$ cat src/verilog/sbst_defines.vh
// Purpose: Constants for the SRAM boundary-scan test access port.
// Assumes: Included by the tap module and the testbench.
// Notes:   Identity fields are arbitrary neutral values.
`ifndef SBST_DEFINES_VH
`define SBST_DEFINES_VH
// ----------------------------------------
// Instruction codes
// ----------------------------------------
`define SBST_OP_EXTEST    4'h0
`define SBST_OP_SAMPLE    4'h1
`define SBST_OP_READ_ID   4'h2
`define SBST_OP_HIGHZ     4'h3
`define SBST_OP_CLAMP     4'h8
`define SBST_OP_CAPTURE   4'hD
`define SBST_OP_BYPASS    4'hF
`define SBST_IR_RESET     4'hF
// Idle levels of {trst_n, tck, tms, tdi}: test clock low, mode select high.
`define SBST_PIN_IDLE     4'hA
// ----------------------------------------
// Identification fields (values arbitrary)
// ----------------------------------------
`define SBST_ID_REV       4'h1
`define SBST_ID_PART      16'h0ABC
`define SBST_ID_VENDOR    11'h055
// ----------------------------------------
// TAP states
// ----------------------------------------
`define SBST_S_RESET      4'h0
`define SBST_S_IDLE       4'h1
`define SBST_S_SEL_DR     4'h2
`define SBST_S_CAP_DR     4'h3
`define SBST_S_SH_DR      4'h4
`define SBST_S_EX1_DR     4'h5
`define SBST_S_PA_DR      4'h6
`define SBST_S_EX2_DR     4'h7
`define SBST_S_UPD_DR     4'h8
`define SBST_S_SEL_IR     4'h9
`define SBST_S_CAP_IR     4'hA
`define SBST_S_SH_IR      4'hB
`define SBST_S_EX1_IR     4'hC
`define SBST_S_PA_IR      4'hD
`define SBST_S_EX2_IR     4'hE
`define SBST_S_UPD_IR     4'hF
`endif

$ cat src/verilog/sbst_tap.v
// Purpose: Boundary-scan test access port sampled on the system clock.
// Assumes: Test clock far slower than clk; all test pins pass two flops.
// Notes:   Boundary chain length is a parameter; one cell per input pin, two per output pin.
`timescale 1ns/1ps
`include "sbst_defines.vh"
// Behaviour
// (RL1) Extest drives outputs from boundary cells
// (RL2) Sample captures pins into boundary chain
// (RL3) Preload shifts boundary cells, pins unaffected
// (RL4) Read-id captures identification into path
// (RL5) Highz selects bypass, outputs tristated
// (RL6) Clamp holds outputs from cells, bypass
// (RL7) Capture-ir loads code 1101
// (RL8) Bypass code gives one-bit path
// (RL9) Id holds revision, part, vendor fields
// (RL10) Id bit zero reads one
// (RL11) Power-up reset; test reset optional
// (RL12) Chain covers functional pins except test pins
// (RL13) Controller runs test clock at 10MHz; the bench controller uses a 48 ns period
// (RL14) Reserved codes select bypass, normal pins
// (RL15) Sixteen-state machine, tdo on falling edge
module sbst_tap #(
    parameter NIN  = 8,
    parameter NOUT = 8
) (
    input  wire            clk,
    input  wire            rst,
    input  wire            tck,
    input  wire            tms,
    input  wire            tdi,
    input  wire            trst_n,
    input  wire [NIN-1:0]  func_in,
    input  wire [NOUT-1:0] func_out,
    input  wire [NOUT-1:0] func_oe,
    output reg  [NIN-1:0]  core_in,
    output reg  [NOUT-1:0] pin_out,
    output reg  [NOUT-1:0] pin_oe,
    output reg             tdo,
    output reg             tdo_oe
);
    localparam NB = NIN + 2 * NOUT;
    // ----------------------------------------
    // Pin synchronisers
    // ----------------------------------------
    reg [3:0] s1_q;
    reg [3:0] s2_q;
    reg       tck_prev_q;
    // Reset to the idle pin levels so that no false test clock edge follows reset.
    always @(posedge clk) begin
        if (rst) begin
            s1_q       <= `SBST_PIN_IDLE;
            s2_q       <= `SBST_PIN_IDLE;
            tck_prev_q <= 1'b0;
        end else begin
            s1_q       <= {trst_n, tck, tms, tdi};
            s2_q       <= s1_q;
            tck_prev_q <= s2_q[2];
        end
    end
    wire tms_s  = s2_q[1];
    wire tdi_s  = s2_q[0];
    wire trst_s = ~s2_q[3];
    wire rise   = s2_q[2] & ~tck_prev_q;
    wire fall   = ~s2_q[2] & tck_prev_q;
    // ----------------------------------------
    // State machine
    // ----------------------------------------
    reg [3:0] st_q;
    reg [3:0] st_d;
    always @* begin
        case (st_q)
            `SBST_S_RESET:  st_d = tms_s ? `SBST_S_RESET  : `SBST_S_IDLE;
            `SBST_S_IDLE:   st_d = tms_s ? `SBST_S_SEL_DR : `SBST_S_IDLE;
            `SBST_S_SEL_DR: st_d = tms_s ? `SBST_S_SEL_IR : `SBST_S_CAP_DR;
            `SBST_S_CAP_DR: st_d = tms_s ? `SBST_S_EX1_DR : `SBST_S_SH_DR;
            `SBST_S_SH_DR:  st_d = tms_s ? `SBST_S_EX1_DR : `SBST_S_SH_DR;
            `SBST_S_EX1_DR: st_d = tms_s ? `SBST_S_UPD_DR : `SBST_S_PA_DR;
            `SBST_S_PA_DR:  st_d = tms_s ? `SBST_S_EX2_DR : `SBST_S_PA_DR;
            `SBST_S_EX2_DR: st_d = tms_s ? `SBST_S_UPD_DR : `SBST_S_SH_DR;
            `SBST_S_UPD_DR: st_d = tms_s ? `SBST_S_SEL_DR : `SBST_S_IDLE;
            `SBST_S_SEL_IR: st_d = tms_s ? `SBST_S_RESET  : `SBST_S_CAP_IR;
            `SBST_S_CAP_IR: st_d = tms_s ? `SBST_S_EX1_IR : `SBST_S_SH_IR;
            `SBST_S_SH_IR:  st_d = tms_s ? `SBST_S_EX1_IR : `SBST_S_SH_IR;
            `SBST_S_EX1_IR: st_d = tms_s ? `SBST_S_UPD_IR : `SBST_S_PA_IR;
            `SBST_S_PA_IR:  st_d = tms_s ? `SBST_S_EX2_IR : `SBST_S_PA_IR;
            `SBST_S_EX2_IR: st_d = tms_s ? `SBST_S_UPD_IR : `SBST_S_SH_IR;
            `SBST_S_UPD_IR: st_d = tms_s ? `SBST_S_SEL_DR : `SBST_S_IDLE;
            default:        st_d = `SBST_S_RESET;
        endcase
    end
    // ----------------------------------------
    // Instruction decode
    // ----------------------------------------
    reg [3:0] instruction_register_q;
    reg [3:0] ir_shift_q;
    // Path select: 0 bypass, 1 boundary chain, 2 identification.
    function [1:0] path_of;
        input [3:0] op;
        begin
            case (op)
                `SBST_OP_EXTEST:  path_of = 2'h1; // RL1
                `SBST_OP_SAMPLE:  path_of = 2'h1; // RL2
                `SBST_OP_READ_ID: path_of = 2'h2; // RL4
                default:          path_of = 2'h0; // RL5 RL6 RL8 RL14
            endcase
        end
    endfunction
    wire [1:0] path    = path_of(instruction_register_q);
    wire       drive_b = (instruction_register_q == `SBST_OP_EXTEST) |
                         (instruction_register_q == `SBST_OP_CLAMP); // RL1 RL6
    wire       hiz     = (instruction_register_q == `SBST_OP_HIGHZ); // RL5
    wire [31:0] id_word = {`SBST_ID_REV, `SBST_ID_PART, `SBST_ID_VENDOR, 1'b1}; // RL9 RL10
    // ----------------------------------------
    // Data registers
    // ----------------------------------------
    reg [NB-1:0] bs_shift_q;
    reg [NB-1:0] bs_upd_q;
    reg [31:0]   id_shift_q;
    reg          bypass_register_q;
    wire         pin_reset = rst | trst_s; // RL11
    // Every state, instruction and data stage moves only on a detected test clock rise (tdo and tdo_oe on a fall), so a stopped
    // test clock leaves the port frozen with its pads in their last mode.
    always @(posedge clk) begin
        if (pin_reset) begin
            st_q <= `SBST_S_RESET;
        end else if (rise) begin
            st_q <= st_d; // RL15
        end
    end
    // ----------------------------------------
    // Instruction path
    // ----------------------------------------
    always @(posedge clk) begin
        if (pin_reset) begin
            instruction_register_q <= `SBST_IR_RESET;
            ir_shift_q             <= `SBST_IR_RESET;
        end else if (rise) begin
            case (st_q)
                `SBST_S_RESET:  instruction_register_q <= `SBST_IR_RESET;
                `SBST_S_CAP_IR: ir_shift_q <= `SBST_OP_CAPTURE; // RL7
                `SBST_S_SH_IR:  ir_shift_q <= {tdi_s, ir_shift_q[3:1]};
                `SBST_S_UPD_IR: instruction_register_q <= ir_shift_q;
                default: ;
            endcase
        end
    end
    // ----------------------------------------
    // Identification and bypass stages
    // ----------------------------------------
    always @(posedge clk) begin
        if (pin_reset) begin
            id_shift_q        <= 32'h0;
            bypass_register_q <= 1'b0;
        end else if (rise) begin
            if (st_q == `SBST_S_CAP_DR) begin
                bypass_register_q <= 1'b0;
                id_shift_q        <= id_word; // RL4
            end else if (st_q == `SBST_S_SH_DR) begin
                bypass_register_q <= tdi_s; // RL8
                id_shift_q        <= {tdi_s, id_shift_q[31:1]};
            end
        end
    end
    // ----------------------------------------
    // Boundary scan chain
    // ----------------------------------------
    // Only extest and sample route the chain, so other codes keep the cells.
    always @(posedge clk) begin
        if (pin_reset) begin
            bs_shift_q <= {NB{1'b0}};
            bs_upd_q   <= {NB{1'b0}};
        end else if (rise && (path == 2'h1)) begin
            case (st_q)
                `SBST_S_CAP_DR: bs_shift_q <= {func_oe, func_out, func_in}; // RL2 RL12
                `SBST_S_SH_DR:  bs_shift_q <= {tdi_s, bs_shift_q[NB-1:1]}; // RL3
                `SBST_S_UPD_DR: bs_upd_q   <= bs_shift_q; // RL3
                default: ;
            endcase
        end
    end
    // ----------------------------------------
    // Pad drivers
    // ----------------------------------------
    // Extest and clamp take each pad from its update cells; highz only
    // ever lowers the enable, so no pad can be driven by mistake.
    wire [NOUT-1:0] pin_out_d;
    wire [NOUT-1:0] pin_oe_d;
    genvar gi;
    generate
        for (gi = 0; gi < NOUT; gi = gi + 1) begin : g_pad
            assign pin_out_d[gi] = drive_b ? bs_upd_q[NIN + gi] : func_out[gi]; // RL1 RL6
            assign pin_oe_d[gi]  = ~hiz & (drive_b ? bs_upd_q[NIN + NOUT + gi] : func_oe[gi]); // RL5
        end
    endgenerate
    // ----------------------------------------
    // Serial output and pin muxing
    // ----------------------------------------
    reg ser_bit;
    always @* begin
        if (st_q == `SBST_S_SH_IR)
            ser_bit = ir_shift_q[0];
        else case (path)
            2'h1:    ser_bit = bs_shift_q[0];
            2'h2:    ser_bit = id_shift_q[0];
            default: ser_bit = bypass_register_q;
        endcase
    end
    always @(posedge clk) begin
        if (pin_reset) begin
            tdo     <= 1'b0;
            tdo_oe  <= 1'b0;
            core_in <= {NIN{1'b0}};
            pin_out <= {NOUT{1'b0}};
            pin_oe  <= {NOUT{1'b0}};
        end else begin
            if (fall) begin
                tdo    <= ser_bit; // RL15
                tdo_oe <= (st_q == `SBST_S_SH_DR) | (st_q == `SBST_S_SH_IR);
            end
            core_in <= func_in;
            pin_out <= pin_out_d; // RL1 RL6
            pin_oe  <= pin_oe_d; // RL5
        end
    end
endmodule // sbst_tap

$ cat config.mk
export PLATFORM = sky130hd
export DESIGN_NAME = sbst_tap
export DESIGN_NICKNAME = d
export VERILOG_FILES = /design/src/verilog/sbst_tap.v
export VERILOG_INCLUDE_DIRS = /design/src /design/src/verilog
export SDC_FILE = /design/constraint.sdc
export NUM_CORES = 1
export LEC_CHECK = 0
export BUFFER_PORTS_ARGS = -buffer_cell sky130_fd_sc_hd__buf_2
export CAP_MARGIN = 25
export CORE_ASPECT_RATIO = 0.8
export CORE_UTILIZATION = 50
export DETAILED_ROUTE_END_ITERATION = 8
export PLACE_DENSITY_LB_ADDON = 0.2
export SYNTH_ARGS = -nofsm -noshare
export SYNTH_HDL_FRONTEND = slang
export SYNTH_SLANG_ARGS = --single-unit
$ cat constraint.sdc
create_clock -name clk -period 2.4 [get_ports clk]
set_input_delay 0.48 -clock clk [delete_from_list [all_inputs] [get_ports clk]]
set_output_delay 0.48 -clock clk [all_outputs]
set_load 0.05 [all_outputs]
==> reports/qor.csv, run 1 <==
stage,metric,value,unit
logic_synthesis,synth_area,4715,sq um
logic_synthesis,ys_ff_latch,119,
logic_synthesis,synth_flop_cell,dfxtp_1,
route,vias_per_cell,5.504,
grt,grt_pass1_vias,3472,
power_and_ir_drop,total_leakage_power,2.114,nW
worst_setup_path,crit_required,2.72,ns
layout,drive_above_1_share,26.70,%
clock_network,cts.htree.levels,4,
route,vias,3704,
layout,layout.nets,577,
logic_synthesis,ys_warn_count,0,
sta,fmax,485.7,MHz
power_and_ir_drop,p_per_area,859.7,nW/um^2
clock_network,clock_path_buffers,2,
logic_synthesis,synth_edf_count,0,
worst_hold_path,hold_path.class,input pin to register,
grt,grtUsageTotal,21.16,%
floorplan,io_pins,56,
worst_setup_path,crit_arrival,2.38,ns
worst_setup_path,crit_fanout,48,
layout,fillers,782,
placement,io_buffers,55,
layout,final_cell_mix,"119 x dfxtp_1, 78 x nand2_1, 55 x buf_2, 49 x nor2_1, 38 x a21oi_1",
worst_setup_path,rrSetupSlack,0.34,ns
worst_setup_path,critPathKind,register to register,
worst_hold_path,whs_path_depth,2,
grt,grt_overflow_total,0,
route,drc,0,
logic_synthesis,yosys.area.top_type,dfxtp_1,
route,drt_iter0_drc,247,
route,drt-wirelength-per-cell,14.56,microns
layout,num_antenna_cells,0,
sta,setup_viol,0,
grt,grt_pass1_wl,16.30,mm
floorplan,num_rows,31,
floorplan,die_h,88.85,microns
sta,fin_crit,2.059,ns
placement,gp_congestion,0.8609,
sta,worstMarginPinSlew,0.7600,ns
layout,final_core_util,62.58,%
floorplan,core_area,9115,sq um
clock_network,clk-insertion-delay-late,0.40,ns
sta,finalSetupTns,0,ns
logic_synthesis,synth_seq_area_share,50.53,%
clock_network,path_clk_slew,0.05,ns
route,wl,9.798,mm
sta,rsz0062_at_grt,false,
logic_synthesis,syn_inst,497,
logic_synthesis,synth_cell_types,44,
placement,dpl.hpwl,6.312,mm
sta,skew,0.007754,ns
worst_setup_path,worstSetupEndpointType,register,
layout,syn_to_final_growth,20.99,%
floorplan,die_width,110.6,microns
route,ant_nets,0,
clock_network,cts_made_buffers,17,
logic_synthesis,synthTopCellsByArea,"dfxtp_1 51%, a211oi_2 6.4%, nand2_1 6.2%, mux2i_1 5.3%, a21oi_1 4.0%",
clock_network,cts_resized,0,
layout,mostFrequentLayoutCell,dfxtp_1,
route,first_pass_iters,5,
logic_synthesis,async_flop_share,0,%
status,status,finished clean,
power_and_ir_drop,vdd_drop_max,0.7554,mV
run,drv_cap,0,
worst_setup_path,start_kind,register,
clock_network,postCtsHoldBufs,0,
clock_network,root_buffer,clkbuf_16,
clock_network,cts.sinks,119,
clock_network,post_cts_buffers,0,
sta,hold_violations,0,
power_and_ir_drop,power,4.904,mW
sta,drv_slew,0,
floorplan,initial_core_util,51.72,%
logic_synthesis,yosysTopAreaCellShare,50.53,%
grt,antenna_found_initial,0,
floorplan,dieArea,9824,sq um
sta,min_period_over_period,85.78,%
logic_synthesis,syn_nets,529,
clock_network,cts_tree,yes,
worst_setup_path,rr_worst_depth,5,
logic_synthesis,syn_area_per_cell,9.486,sq um
grt,grt_max_degree,49,
sta,max_slew_margin,48.99,%
-- power by group --
| part | leakage (nW) | switching (mW) | internal, mW |
|---|---|---|---|
| sequential | 0.967 | 0.0132 | 2.01 |
| clock | 0.301 | 0.840 | 1.78 |
| combinational | 0.846 | 0.181 | 0.0763 |
| total | 2.11 | 1.03 | 3.87 |
-- stage by stage --
step / hold slack [ns] / setup WS, ns / cells / cell area, sq um
floorplan: 0.3895 / 0.5895 / 497 / 4715
global placement: 0.3946 / 0.4699 / 641 / 5089
detailed placement: 0.3962 / 0.3752 / 641 / 5089
CTS: 0.2444 / 0.3562 / 673 / 5704
global route: 0.2526 / 0.2202 / 673 / 5704
finish: 0.2548 / 0.3413 / 673 / 5704
-- state kept, by name, summed over array words and instances, names as in the netlist, 8 cells and up --
register / count
core_in: 8
pin_out: 8
bs_upd_q: 16
bs_shift_q: 24
id_shift_q: 32
pin_oe: 8
-- path summary, 6_finish.rpt --
check                         to     from
hold reg to reg          s2_q[1]  s1_q[1]
setup reg to reg  bs_shift_q[19]  st_q[1]
hold / removal           s1_q[1]      tms
setup / recovery  bs_shift_q[19]  st_q[1]
-- synthesized netlist by cell type (3+ instances only) --
cell / count
buf_6: 6
or3_1: 3
o22ai_1: 6
o21ai_0: 6
a21oi_1: 38
a211oi_2: 24
nand2_1: 78
a211oi_1: 3
clkbuf_1: 25
mux2i_1: 25
o221a_2: 15
nor2_1: 49
dfxtp_1: 119
and2_1: 9
a22oi_1: 21
nor3_1: 6
inv_1: 7
buf_2: 9
nor2b_1: 10
nand3_1: 5
or2_2: 5
-- cells by family (layout without fill, tap and decap cells) --
logic type,after synthesis,after routing,share of synthesized area (%)
AND/OR/NAND/NOR,177,177,16.80
AO/OA/AOI/OAI,124,124,21.55
flip-flops,119,119,50.53
buffers and inverters,49,110,5.096
multiplexers,25,25,5.308
adder cells (fa/ha/maj),2,2,0.5307
XOR/XNOR,1,1,0.1858
-- metal layers --
metal	global-route usage [%]	vias to the layer above	wire length (microns)
li1	-	1847	-
met4	10.18	0	125
met1	25.70	1768	4679
met2	35.46	76	4569
met3	5.753	13	425
met5	0	-	0
-- area by class of cell --
cell class	count	area, sq um	area share (%)
Clock buffer	23	467.9	8.204
Tap cell	115	143.9	2.522
Inverter	7	26.28	0.4606
Sequential cell	119	2382	41.76
Multi-Input combinational cell	329	2103	36.87
Clock inverter	9	147.6	2.588
Timing Repair Buffer	71	432.9	7.589
-- critical path, cell delays in order (launching register included) --
cell and delay, ns:
dfxtp_1 0.47, or3b_4 0.48, a2111oi_4 0.41, buf_12 0.30, nor2_1 0.09, a211oi_2 0.20
No activity file was read; power rests on OpenSTA's default activity.
==> run 2: changes to the inputs <==
--- a/config.mk
+++ b/config.mk
@@ -11,6 +11,7 @@
 export CORE_ASPECT_RATIO = 0.8
 export CORE_UTILIZATION = 50
 export DETAILED_ROUTE_END_ITERATION = 8
+export GPL_TIMING_DRIVEN = 0
 export PLACE_DENSITY_LB_ADDON = 0.2
 export SYNTH_ARGS = -nofsm -noshare
 export SYNTH_HDL_FRONTEND = slang
==> run 2 against run 1 <==
Compared with the run above: first-iteration DRC count increased by 9.7%; clock power decreased by 11%; non-clock buffer count increased by 26; global-route usage increased by 1.8 points; largest cell class unchanged; via count increased by 4.6%; sequential share of layout area increased by 0.13 points; setup slack got worse by 0.089 ns.
==> reports/qor.csv, run 2 (same netlist as run 1, synthesis figures left out) <==
stage,metric,value,unit,change
sta,min_period_over_period,89.49,%,+3.7 points
grt,grtUsageTotal,22.98,%,+1.8 points
clock_network,post_cts_buffers,0,,unchanged
route,drc,0,,unchanged
grt,grt_overflow_total,0,,unchanged
layout,num_antenna_cells,0,,unchanged
floorplan,die_h,88.85,microns,unchanged
placement,io_buffers,55,,unchanged
layout,syn_to_final_growth,20.62,%,
sta,skew,0.01145,ns,+0.003692 ns
route,vias_per_cell,5.541,,+0.67%
route,first_pass_iters,5,,unchanged
route,drt_iter0_drc,271,,+9.7%
worst_setup_path,critPathKind,register to register,,
layout,final_cell_mix,"119 x dfxtp_1, 78 x nand2_1, 64 x buf_2, 49 x nor2_1, 38 x a21oi_1",,
clock_network,postCtsHoldBufs,0,,unchanged
sta,holdWs,0.2474,ns,-0.007347 ns
placement,gp_congestion,0.9032,,+4.9%
clock_network,cts_tree,yes,,
worst_setup_path,crit_required,2.68,ns,-0.04 ns
floorplan,num_rows,31,,unchanged
worst_setup_path,crit_slowest_cell,nand4_1,,
status,status,finished clean,,
grt,grt_pass1_wl,17.29,mm,+6.1%
floorplan,io_pins,56,,unchanged
layout,largestRegisters,"id_shift_q (32), bs_shift_q (24), bs_upd_q (16)",,
placement,dpl.hpwl,7.245,mm,+15%
grt,grt_pass1_vias,3648,,+5.1%
sta,fmax,465.6,MHz,-4.1%
floorplan,core_area,9115,sq um,unchanged
clock_network,cts_resized,0,,unchanged
run,drv_cap,0,,unchanged
worst_setup_path,critPathMaxStageDelay,0.41,ns,-0.07 ns
layout,mostFrequentLayoutCell,dfxtp_1,,
clock_network,cts.sinks,119,,unchanged
sta,worstMarginPinSlew,0.9762,ns,+0.2161 ns
power_and_ir_drop,power,4.622,mW,-5.8%
placement,dp.cells,667,,+4.1%
sta,rsz0062_at_grt,false,,
worst_setup_path,path_cells,nor2b_1 -> clkbuf_1 -> nand4_1 -> clkbuf_1 -> nand2_1 -> a21oi_1,,
floorplan,die_width,110.6,microns,unchanged
grt,antenna_found_initial,0,,unchanged
floorplan,dieArea,9824,sq um,unchanged
sta,finalSetupTns,0,ns,unchanged
floorplan,initial_core_util,51.72,%,unchanged
clock_network,cts.htree.levels,4,,unchanged
layout,top_register,id_shift_q,,
route,ant_nets,0,,unchanged
worst_setup_path,worstSetupEndpointType,register,,
clock_network,root_buffer,clkbuf_16,,
layout,largest_register_ffs,32,,unchanged
route,wl,10.63,mm,+8.5%
worst_setup_path,crit_arrival,2.42,ns,+0.04 ns
sta,setup_viol,0,,unchanged
sta,max_slew_margin,34.42,%,-15 points
route,drt-wirelength-per-cell,15.20,microns,+4.4%
sta,hold_violations,0,,unchanged
worst_setup_path,cpMostUsedCell,clkbuf_1,,
clock_network,clk-insertion-delay-late,0.42,ns,+0.02 ns
clock_network,cts_made_buffers,17,,unchanged
worst_setup_path,crit_fanout,10,,-79%
grt,grt_max_degree,17,,-65%
layout,fin_cells,699,,+3.9%
layout,drive_above_1_share,25.00,%,-1.7 points
sta,fin_crit,2.148,ns,+0.08908 ns
sta,drv_slew,0,,unchanged
worst_setup_path,start_kind,register,,
layout,final_core_util,62.39,%,-0.19 points
clock_network,path_clk_slew,0.05,ns,about the same
worst_hold_path,hold_path.class,input pin to register,,
power_and_ir_drop,p_per_area,812.7,nW/um^2,-5.5%
clock_network,clock_path_buffers,2,,unchanged
power_and_ir_drop,total_leakage_power,2.099,nW,-0.73%
power_and_ir_drop,vdd_drop_max,0.6672,mV,-12%
route,vias,3873,,+4.6%
layout,layout.nets,603,,+4.5%
[run 2: critical path: cells and delay by family (launching register included)]
family | cells | cell delay [ns]
AND/OR/NAND/NOR | 3 | 0.84
buffers and inverters | 2 | 0.75
flip-flops | 1 | 0.35
AO/OA/AOI/OAI | 1 | 0.07
[run 2: where the power goes]
| part | switching, mW | internal, mW | leakage (nW) |
|---|---|---|---|
| clock | 0.851 | 1.49 | 0.272 |
| sequential | 0.00819 | 2.01 | 0.967 |
| combinational | 0.193 | 0.0698 | 0.859 |
[run 2: final timing paths]
path	startpoint	slack [ns]	end	cells past startpoint
worst max-delay path	s2_q[2]	0.25	bs_upd_q[17]	6
worst min-delay path	trst_n	0.25	s1_q[3]	2
worst min register to register	s1_q[1]	0.41	s2_q[1]	1
worst max register to register	s2_q[2]	0.25	bs_upd_q[17]	6
[run 2: cell type report]
| type | instances | area (sq um) |
|---|---|---|
| Buffer | 42 | 214.0 |
| Clock buffer | 23 | 478.0 |
| Clock inverter | 9 | 75.07 |
| Fill cell | 775 | 3428 |
| Inverter | 7 | 26.28 |
| Multi-Input combinational cell | 329 | 2092 |
| Sequential cell | 119 | 2382 |
| Tap cell | 115 | 143.9 |
| Timing Repair Buffer | 55 | 275.3 |
[run 2: per-layer routing]
layer	GRT usage, %	part of all wire [%]
met4	14.06	2.7
met2	36.08	45
met1	27.97	46
met5	0	0
met3	7.397	5.6
[run 2: stage by stage]
step	worst slack (ns)	instance area (sq um)
2_1_floorplan	0.5895	4715
3_5_place_dp	0.2852	5134
4_1_cts	0.2870	5687
5_1_grt	0.09384	5687
3_3_place_gp	0.2561	5134
6_report	0.2522	5687
==> run 3: changes to the inputs <==
--- a/config.mk
+++ b/config.mk
@@ -12,7 +12,7 @@
 export CORE_UTILIZATION = 50
 export DETAILED_ROUTE_END_ITERATION = 8
 export GPL_TIMING_DRIVEN = 0
-export PLACE_DENSITY_LB_ADDON = 0.2
+export PLACE_DENSITY = 0.7
 export SYNTH_ARGS = -nofsm -noshare
 export SYNTH_HDL_FRONTEND = slang
 export SYNTH_SLANG_ARGS = --single-unit
==> run 3 against run 2 <==
Compared with the run above: power up 7.2%; setup slack better by 0.029 ns; combinational power about the same; count of clock-buffer cells in the layout down 1; highest routed layer unchanged; critical endpoint is now bs_upd_q[23]; critical path depth unchanged; non-clock buffer count unchanged; via count down 2.1%.
==> reports/qor.csv, run 3 (same netlist as run 1, synthesis figures left out) <==
stage,metric,value,unit,change
worst_hold_path,min_from,tms,,
worst_setup_path,cpMostUsedCell,clkbuf_1,,
sta,drv_slew,0,,unchanged
worst_setup_path,rrSetupSlack,0.28,ns,+0.03 ns
worst_setup_path,path_delay_family,simple AND/OR/NAND/NOR gates,,
grt,grt_pass1_wl,16.83,mm,-2.7%
sta,fmax,472.0,MHz,+1.4%
clock_network,path_clk_slew,0.05,ns,about the same
placement,io_buffers,55,,unchanged
floorplan,dieArea,9824,sq um,unchanged
clock_network,cts.htree.levels,4,,unchanged
layout,mostFrequentLayoutCell,dfxtp_1,,
route,drt_iter0_drc,205,,-24%
layout,largest_register_ffs,32,,unchanged
worst_setup_path,crit_arrival,2.40,ns,-0.02 ns
placement,gp_congestion,0.8117,,-10%
layout,multiInputGateArea,2092,sq um,unchanged
clock_network,cts.sinks,119,,unchanged
worst_setup_path,start_kind,register,,
clock_network,clk-insertion-delay-late,0.42,ns,about the same
clock_network,post_cts_buffers,0,,unchanged
sta,max_slew_margin,35.38,%,+0.96 points
sta,hold_violations,0,,unchanged
sta,finalSetupTns,0,ns,unchanged
worst_setup_path,worstSetupEndpointType,register,,
clock_network,postCtsHoldBufs,0,,unchanged
layout,fillers,763,,-1.5%
route,vias_per_cell,5.433,,-2.0%
clock_network,cts_made_buffers,17,,unchanged
worst_setup_path,r2r-end,bs_upd_q[23],,
grt,grt_overflow_total,0,,unchanged
grt,grt_pass1_vias,3490,,-4.3%
sta,rsz0062_at_grt,false,,
grt,antenna_found_initial,0,,unchanged
worst_setup_path,crit_fanout,10,,unchanged
floorplan,core_area,9115,sq um,unchanged
worst_setup_path,rr_worst_depth,6,,unchanged
floorplan,num_rows,31,,unchanged
status,status,finished clean,,
worst_hold_path,hold_path.class,input pin to register,,
grt,grtUsageTotal,22.17,%,-0.81 points
clock_network,root_buffer,clkbuf_16,,
floorplan,initial_core_util,51.72,%,unchanged
sta,setup_viol,0,,unchanged
power_and_ir_drop,p_per_area,860.6,nW/um^2,+5.9%
layout,num_antenna_cells,0,,unchanged
layout,layout.nets,603,,unchanged
route,ant_nets,0,,unchanged
worst_setup_path,critPathKind,register to register,,
worst_hold_path,min_to,s1_q[1],,
layout,ff_latch_area,2382,sq um,unchanged
worst_setup_path,cp_num_buf_inv,2,,unchanged
clock_network,cts_resized,0,,unchanged
power_and_ir_drop,vdd_drop_max,0.6808,mV,+2.0%
sta,holdWs,0.2453,ns,-0.002182 ns
placement,dpl.hpwl,7.106,mm,-1.9%
sta,worstMarginPinSlew,0.9619,ns,-0.01431 ns
worst_hold_path,whs_path_depth,2,,unchanged
layout,drive_above_1_share,25.04,%,+0.043 points
layout,top_register,id_shift_q,,
worst_setup_path,critPathMaxStageDelay,0.43,ns,+0.02 ns
floorplan,die_width,110.6,microns,unchanged
worst_setup_path,path_cells,nor2b_1 -> clkbuf_1 -> nand4_1 -> clkbuf_1 -> nand2_1 -> a21oi_1,,
clock_network,clock_path_buffers,2,,unchanged
worst_setup_path,crit_slowest_cell,nand4_1,,
run,drv_cap,0,,unchanged
route,drt-wirelength-per-cell,15.10,microns,-0.69%
power_and_ir_drop,total_leakage_power,2.132,nW,+1.6%
floorplan,die_h,88.85,microns,unchanged
grt,grt_max_degree,17,,unchanged
layout,syn_to_final_growth,22.08,%,
layout,final_cell_mix,"119 x dfxtp_1, 78 x nand2_1, 64 x buf_2, 49 x nor2_1, 38 x a21oi_1",,
route,drc,0,,unchanged
worst_setup_path,r2r-start,s2_q[2],,
sta,min_period_over_period,88.28,%,-1.2 points
floorplan,io_pins,56,,unchanged
route,wl,10.54,mm,-0.83%
route,first_pass_iters,5,,unchanged
layout,largestRegisters,"id_shift_q (32), bs_shift_q (24), bs_upd_q (16)",,
sta,fin_crit,2.119,ns,-0.02899 ns
worst_setup_path,crit_required,2.68,ns,about the same
sta,skew,0.009737,ns,-0.001710 ns
clock_network,cts_tree,yes,,
route,vias,3792,,-2.1%
## run 3: how the worst max path moves through the flow
stage	cells past startpoint	start	slack, ns	endpoint
floorplan	6	st_q[0]	0.59	bs_shift_q[10]
global placement	6	s2_q[2]	0.34	bs_upd_q[23]
detailed placement	6	s2_q[2]	0.32	bs_upd_q[23]
CTS	6	s2_q[2]	0.29	bs_upd_q[23]
global route	6	s2_q[2]	0.10	bs_upd_q[17]
finish	6	s2_q[2]	0.28	bs_upd_q[23]
## run 3: stage by stage
step | area (sq um) | std cells | setup slack, ns | power [mW] | util, %
floorplan | 4715 | 497 | 0.5895 | 2.237 | -
global placement | 5134 | 667 | 0.3354 | 2.316 | 56.32
detailed placement | 5134 | 667 | 0.3158 | 2.320 | 56.32
CTS | 5756 | 698 | 0.2875 | 4.981 | 63.14
global route | 5756 | 698 | 0.1039 | 5.083 | 63.14
finish | 5756 | 698 | 0.2812 | 4.953 | 63.14
## run 3: where the power goes
group	switching [mW]	leakage [nW]	internal, mW
combinational	0.192	0.859	0.0698
sequential	0.00814	0.967	2.01
clock	0.870	0.306	1.80
## run 3: final cells by class
| cell class | count | area share [%] |
|---|---|---|
| Sequential cell | 119 | 41.39 |
| Multi-Input combinational cell | 329 | 36.35 |
| Clock buffer | 22 | 8.239 |
| Timing Repair Buffer | 55 | 4.783 |
| Buffer | 42 | 3.717 |
| Clock inverter | 9 | 2.565 |
| Tap cell | 115 | 2.500 |
| Inverter | 7 | 0.4565 |
## run 3: worst reg2reg max path: stages (launching register included)
cell and delay [ns]:
dfxtp_1 0.36, nor2b_1 0.24, clkbuf_1 0.39, nand4_1 0.44, clkbuf_1 0.36, nand2_1 0.14
a21oi_1 0.07
## run 3: layer usage
metal / global-route usage, % / up-vias / routed length, microns
met1: 28.53 / 1800 / 5165
met2: 34.50 / 83 / 4776
met3: 5.959 / 14 / 420
met5: 0 / - / 0
met4: 11.88 / 0 / 176
li1: - / 1895 / -
